===== src/design/rsc_map.vh =====
// reset combiner constants: field positions, reset values, encodings
// assumes inclusion by bare name from design files
`ifndef RSC_MAP_VH
`define RSC_MAP_VH
// register offsets on the plain register port
`define RSC_ADDR_W        4
`define RSC_OFF_CAUSE     4'h0
`define RSC_OFF_OSC       4'h1
`define RSC_OFF_CONFIG    4'h2
// reset cause register fields
`define RSC_BIT_TRAP      15
`define RSC_BIT_BADOP     14
`define RSC_BIT_SOFT_BROWNOUT_ENABLE    13
`define RSC_BIT_DEEP_SLEEP_FLAG     10
`define RSC_BIT_FBIAS     8
`define RSC_BIT_PIN       7
`define RSC_BIT_SWR       6
`define RSC_BIT_SWDT      5
`define RSC_BIT_WATCHDOG_TIMEOUT_FLAG      4
`define RSC_BIT_SLEEP     3
`define RSC_BIT_IDLE      2
`define RSC_BIT_BOR       1
`define RSC_BIT_POR       0
`define RSC_CAUSE_MASK    16'hE5FF
`define RSC_CAUSE_POR_VAL 16'h0003
// brown-out configuration under software control
`define RSC_BORCFG_SOFT   2'h1
// oscillator control field of current selection
`define RSC_OSC_LO        12
`define RSC_OSC_RESET     16'h0000
`endif


===== src/design/rsc_sync.v =====
// two-flop synchroniser for one level from outside the clock domain
// assumes clk is the combiner clock; reset is asynchronous active high
`default_nettype none
module rsc_sync
(
  // clock and reset
  input  wire clk,
  input  wire reset,
  // level in and out
  input  wire din,
  output wire dout
);
  reg stage1Q;
  reg stage2Q;
  // ===================================
  // sync chain: first stage read only by second
  always @(posedge clk or posedge reset)
  begin
    if (reset)
    begin
      stage1Q <= 1'b0;
      stage2Q <= 1'b0;
    end
    else
    begin
      stage1Q <= din;
      stage2Q <= stage1Q;
    end
  end
  assign dout = stage2Q;
endmodule
`default_nettype wire


===== src/design/rsc_reset_combiner.v =====
// reset combiner: merges reset sources into one master reset, logs the cause
// assumes all event inputs except the pin and brown-out come from logic on clk
`default_nettype none
`include "rsc_map.vh"
module rsc_reset_combiner
(
  // clock and power-up reset
  input  wire        clk,
  input  wire        reset,
  // raw sources from outside the domain
  input  wire        externalPinResetN,
  input  wire        brownoutDetect,
  // sources from logic on clk
  input  wire        resetInstr,
  input  wire        watchdogTimeout,
  input  wire        trapConflict,
  input  wire        badOpcode,
  input  wire        deepSleepWake,
  // power state from the core
  input  wire        sleepMode,
  input  wire        idleMode,
  // configuration bits
  input  wire        watchdogFuseEnable,
  input  wire        clockSwitchEnable,
  input  wire [2:0]  initialOscSelect,
  input  wire [1:0]  brownoutConfig,
  // register port
  input  wire [3:0]  regAddr,
  input  wire [15:0] regWdata,
  input  wire        regWrite,
  input  wire        regRead,
  output reg  [15:0] regRdata,
  // outputs to core and peripherals
  output wire        masterResetLine,
  output wire        watchdogRun,
  output wire        brownoutEnable,
  output wire        wakeRequest,
  output wire        flashBiasInSleep,
  output reg  [2:0]  sysClockSelect
);
  wire       pinResetSync;
  wire       borSync;
  wire       pinReset;
  wire       brownoutReset;
  wire       watchdogReset;
  wire       powerUpActive;
  wire       softBorEnable;
  wire       anySource;
  wire       cosAfterReset;
  reg  [15:0] causeQ;
  reg  [15:0] causeD;
  reg  [2:0]  curOscQ;
  reg         porHoldQ;
  reg         swrPulseQ;
  reg         lowPowerQ;

  // ===================================
  // synchronise pin and brown-out; a pin low caught at any edge passes through one cycle later
  rsc_sync uPinSync
  (
    .clk   (clk),
    .reset (reset),
    .din   (~externalPinResetN),
    .dout  (pinResetSync)
  );
  rsc_sync uBorSync
  (
    .clk   (clk),
    .reset (reset),
    .din   (brownoutDetect),
    .dout  (borSync)
  );

  // ===================================
  // power-up hold: one cycle after release so the clock choice settles
  always @(posedge clk or posedge reset)
  begin
    if (reset)
      porHoldQ <= 1'b1;
    else
      porHoldQ <= 1'b0;
  end
  assign powerUpActive = reset | porHoldQ;

  // ===================================
  // instruction reset is a single-cycle pulse, released next cycle
  always @(posedge clk or posedge reset)
  begin
    if (reset)
      swrPulseQ <= 1'b0;
    else
      swrPulseQ <= resetInstr & ~swrPulseQ;
  end

  // ===================================
  // brown-out enable: soft bit only counts in the soft configuration
  assign softBorEnable = (brownoutConfig == `RSC_BORCFG_SOFT) & causeQ[`RSC_BIT_SOFT_BROWNOUT_ENABLE];
  assign brownoutEnable = (brownoutConfig == `RSC_BORCFG_SOFT) ? softBorEnable :
                          (brownoutConfig != 2'h0) & ~((brownoutConfig == 2'h2) & sleepMode);
  assign brownoutReset = borSync & brownoutEnable;
  assign pinReset = pinResetSync;

  // ===================================
  // watchdog: fuse forces it on; timeout in low power only wakes
  assign watchdogRun   = watchdogFuseEnable | causeQ[`RSC_BIT_SWDT];
  assign watchdogReset = watchdogTimeout & watchdogRun & ~(sleepMode | idleMode);
  assign wakeRequest   = (watchdogTimeout & watchdogRun & (sleepMode | idleMode)) | deepSleepWake;

  // ===================================
  // master reset: or of every source except deepSleepWake, which only wakes
  assign anySource = powerUpActive | pinReset | swrPulseQ | watchdogReset |
                     brownoutReset | trapConflict | badOpcode;
  assign masterResetLine = anySource;
  assign flashBiasInSleep = causeQ[`RSC_BIT_FBIAS];

  // ===================================
  // cause register next value; hardware set beats software clear
  always @*
  begin
    causeD = causeQ;
    if (regWrite && regAddr == `RSC_OFF_CAUSE)
      causeD = regWdata & `RSC_CAUSE_MASK;
    if (trapConflict)
      causeD[`RSC_BIT_TRAP] = 1'b1;
    if (badOpcode)
      causeD[`RSC_BIT_BADOP] = 1'b1;
    if (deepSleepWake)
      causeD[`RSC_BIT_DEEP_SLEEP_FLAG] = 1'b1;
    if (pinReset)
      causeD[`RSC_BIT_PIN] = 1'b1;
    if (swrPulseQ)
      causeD[`RSC_BIT_SWR] = 1'b1;
    if (watchdogTimeout & watchdogRun)
      causeD[`RSC_BIT_WATCHDOG_TIMEOUT_FLAG] = 1'b1;
    if (lowPowerQ & sleepMode)
      causeD[`RSC_BIT_SLEEP] = 1'b1;
    if (lowPowerQ & idleMode)
      causeD[`RSC_BIT_IDLE] = 1'b1;
    if (brownoutReset)
      causeD[`RSC_BIT_BOR] = 1'b1;
    if (porHoldQ)
      causeD = `RSC_CAUSE_POR_VAL;
  end

  // ===================================
  // cause register; only power-up reloads it, other resets keep the flags
  always @(posedge clk or posedge reset)
  begin
    if (reset)
      causeQ <= `RSC_CAUSE_POR_VAL;
    else
      causeQ <= causeD;
  end

  // low-power entry marker so flags rise two cycles into the mode
  always @(posedge clk or posedge reset)
  begin
    if (reset)
      lowPowerQ <= 1'b0;
    else
      lowPowerQ <= sleepMode | idleMode;
  end

  // ===================================
  // clock choice after reset
  assign cosAfterReset = powerUpActive | brownoutReset;
  always @(posedge clk or posedge reset)
  begin
    if (reset)
      curOscQ <= 3'h0;
    else if (!clockSwitchEnable)
      curOscQ <= initialOscSelect;
    else if (cosAfterReset)
      curOscQ <= initialOscSelect;
    else if (regWrite && regAddr == `RSC_OFF_OSC)
      curOscQ <= regWdata[`RSC_OSC_LO+2:`RSC_OSC_LO];
  end

  // registered clock select; resets other than power-up and brown-out keep the current one
  always @(posedge clk or posedge reset)
  begin
    if (reset)
      sysClockSelect <= 3'h0;
    else
      sysClockSelect <= curOscQ;
  end

  // ===================================
  // read port: data one cycle after the strobe, zero elsewhere
  always @(posedge clk or posedge reset)
  begin
    if (reset)
      regRdata <= 16'h0000;
    else if (regRead)
    begin
      case (regAddr)
        `RSC_OFF_CAUSE:
          regRdata <= {causeQ[15:14], softBorEnable, causeQ[12:0]} & `RSC_CAUSE_MASK;
        `RSC_OFF_OSC:
          regRdata <= {1'b0, curOscQ, 12'h000};
        `RSC_OFF_CONFIG:
          regRdata <= {8'h00, watchdogRun, brownoutEnable, brownoutConfig, clockSwitchEnable, initialOscSelect};
        default:
          regRdata <= 16'h0000;
      endcase
    end
    else
      regRdata <= 16'h0000;
  end
endmodule
`default_nettype wire


===== config.mk =====
export PLATFORM = sky130hd
export DESIGN_NAME = rsc_reset_combiner
export DESIGN_NICKNAME = d
export VERILOG_FILES = /design/src/design/rsc_sync.v /design/src/design/rsc_reset_combiner.v
export VERILOG_INCLUDE_DIRS = /design/src /design/src/design
export SDC_FILE = /design/constraint.sdc
export NUM_CORES = 1
export LEC_CHECK = 0
export ABC_AREA = 1
export BUFFER_PORTS_ARGS = -buffer_cell sky130_fd_sc_hd__buf_2
export CAP_MARGIN = 20
export CORE_UTILIZATION = 25
export CTS_BUF_LIST = sky130_fd_sc_hd__clkbuf_2
export DETAILED_ROUTE_END_ITERATION = 10
export GPL_ROUTABILITY_DRIVEN = 0
export SYNTH_ARGS = -nofsm -noshare
export SYNTH_HDL_FRONTEND = slang
export SYNTH_SLANG_ARGS = --single-unit

===== constraint.sdc =====
create_clock -name clk -period 2 [get_ports clk]
set_clock_uncertainty 0.05 [all_clocks]
set_input_delay 0.2 -clock clk [delete_from_list [all_inputs] [get_ports clk]]
set_output_delay 0.2 -clock clk [all_outputs]
set_load 0.01 [all_outputs]

==> impl_metrics.ini <==
[global_route]
grt_pass1_vias = 1578
grt_usage_pct = 13.1
use_met2_pct = 22.0
grt.met1_usage_pct = 16.3
grt_overflow = 0
grt_pass1_wl_mm = 7.31
use_met3_pct = 3.18
antenna_found_initial = 0
grt.busiest_layer = met2
grt_max_degree = 41

[setup_path]
cp_max_fo = 8
cpMaxStageDelayCell = dfstp_2
slowest_delay_ps = 590
timing.rr.start = porHoldQ
path_cells = clkinvlp_4 > nand2_1 > nor2_1 > o211ai_1 > buf_2
crit_required_ps = 1750
rrSetupSlack_ps = 480
regToRegEndpoint = causeQ[15]
critPathLaunchType = register
worstSetupPathType = register to output port
worstSetupEndpointType = output port
arrival_ps = 1580
reg2reg_depth = 6

[cells_and_area]
final_cell_mix = nand2_1 (84), buf_2 (59), dfrtp_1 (37)
nets = 339
drive_above_1_share_pct = 28.0
n_antenna_cell = 0
areaGrowthSynthToFinish_pct = 38.0
layout_commonest_cell = nand2_1

[flow_run]
maxCapViolCount = 0

[floorplan]
die_area_um2 = 7420
die_h_um = 86.2
fp-row-count = 30
die_w_um = 86.2
initial_utilization_pct = 25.9
io_pins = 64
core_area_um2 = 6830

[power]
powerDensity_nw_per_um2 = 638
cellLeakagePower_uw = 0.00132
peakVddDrop_v = 0.000373

[clock_network]
worstSkewPairLatency_ps = 390
htreeDepth = 2
cts.sinks = 40
root_buffer = clkbuf_2
cts_tree = built
clk_pin_slew_ps = 200
numCtsBuffers = 5
cts_max_path_buffers = 2

[hold_path]
min_to = causeQ[10]
worstHoldStart = regWdata[10]
hp-class = input pin to register
hold_depth = 5

[timing]
fmax_ghz = 0.546
fin_crit_sh_pct = 91.6
slew_viol_final = 0
holdWs_ps = 30.7
setup_viol = 0
finalSetupTns_ps = 0
period_minus_slack_ps = 1830
hold_viol = 0
grt_setup_unrepaired = false

[routing]
dr_total_vias = 1627
wl_per_cell_um = 11.2
drc = 0
routed_wl_mm = 4.45
antenna_left = 0
first_pass_iters = 4
first_iter_violations = 108
via_per_inst = 4.11

[synth]
syn_area_um2 = 1770
syn-instance-count = 213
synth-seq-cells = 40
syn-mean-instance-area_um2 = 8.31
ys_warn_count = 0
synth_cell_types = 19
yosysSeqAreaShare_pct = 56.7

[placed_design]
numPortBuffers = 59
hpwl_mm = 3.21

[status]
outcome = completed
==> repair_timing <==
| action | 4_1_cts | 5_1_grt |
|---|---|---|
| hold buffers | 17 | 1 |
| gates resized for setup | 0 | 1 |
| endpoints found under the hold margin | 53 | 1 |
| setup endpoints to repair | 0 | 1 |
| buffers inserted | 0 | 6 |
==> area by class of cell <==
cell class / instances / area [um2]
Multi-Input combinational cell: 141 / 618
Clock buffer: 5 / 25.0
Inverter: 27 / 105
Timing Repair Buffer: 84 / 528
Tap cell: 96 / 120
Fill cell: 744 / 4390
Sequential cell: 40 / 1000
Clock inverter: 3 / 42.5
==> flip-flops by register name, summed over array words and instances, names as in the netlist <==
signal            flops
porHoldQ              1
curOscQ               3
uPinSync.stage1Q      1
uBorSync.dout         1
swrPulseQ             1
uBorSync.stage1Q      1
sysClockSelect        3
uPinSync.dout         1
lowPowerQ             1
regRdata             14
causeQ               13
==> cell usage after synthesis <==
library cell	instances	area, um2
inv_1	26	97.6
o211ai_1	1	7.51
dfstp_2	3	78.8
o21ai_0	3	15.0
buf_2	1	5.00
nand4_1	8	50.1
nor2_1	12	45.0
nor2_4	2	22.5
nand2_1	84	315
clkbuf_1	1	3.75
inv_2	1	3.75
buf_4	3	22.5
buf_6	2	22.5
a21oi_1	10	50.1
conb_1	1	3.75
nor2_2	1	6.26
nand3_1	15	75.1
dfrtp_1	37	926
nand3_2	2	20.0
==> logic make-up after synthesis <==
| logic type | share of synthesized area (%) |
|---|---|
| AOI/OAI and AO/OA | 4.10 |
| buffers and inverters | 8.76 |
| DFF | 56.7 |
| other | 0.212 |
| and+or+nand+nor | 30.2 |
==> routing by layer <==
| metal | vias up | wire [um] |
|---|---|---|
| li1 | 827 | - |
| met1 | 747 | 2030 |
| met2 | 48 | 2170 |
| met3 | 5 | 208 |
| met4 | 0 | 44 |
| met5 | - | 0 |
==> power breakdown <==
part,internal (uW),total (uW),leakage (uW),switching [uW]
logic,93.9,213,0.000769,119
clock network,209,478,0.0000390,269
registers,850,869,0.000509,19.1
==> through the flow <==
| stage | cells | instance area (um2) | util [%] | total power, uW | setup slack [ps] |
|---|---|---|---|---|---|
| 2_1_floorplan | 215 | 1780 | - | 982 | 162 |
| 3_3_place_gp | 364 | 2150 | 31.4 | 1060 | 437 |
| 3_5_place_dp | 364 | 2150 | 31.4 | 1060 | 432 |
| 4_1_cts | 389 | 2380 | 34.9 | 1570 | 14.9 |
| 5_1_grt | 396 | 2440 | 35.8 | 1660 | 27.3 |
| 6_report | 396 | 2440 | 35.8 | 1560 | 168 |
==> critical path, delay by kind of cell (launching register included) <==
family / cells / cell delay, ps
AND/OR/NAND/NOR: 2 / 200
AO/OA/AOI/OAI: 1 / 90
buffers and inverters: 2 / 330
flip-flops: 1 / 590
==> worst max path at each step <==
stage	start	endpoint	slack (ps)
final	porHoldQ	masterResetLine	170
after global routing	porHoldQ	masterResetLine	30
after CTS	porHoldQ	masterResetLine	10
after detailed placement	porHoldQ	curOscQ[2]	430
after global placement	porHoldQ	curOscQ[2]	440
after floorplan	reset	curOscQ[0]	160
No activity file was read; power rests on OpenSTA's default activity.
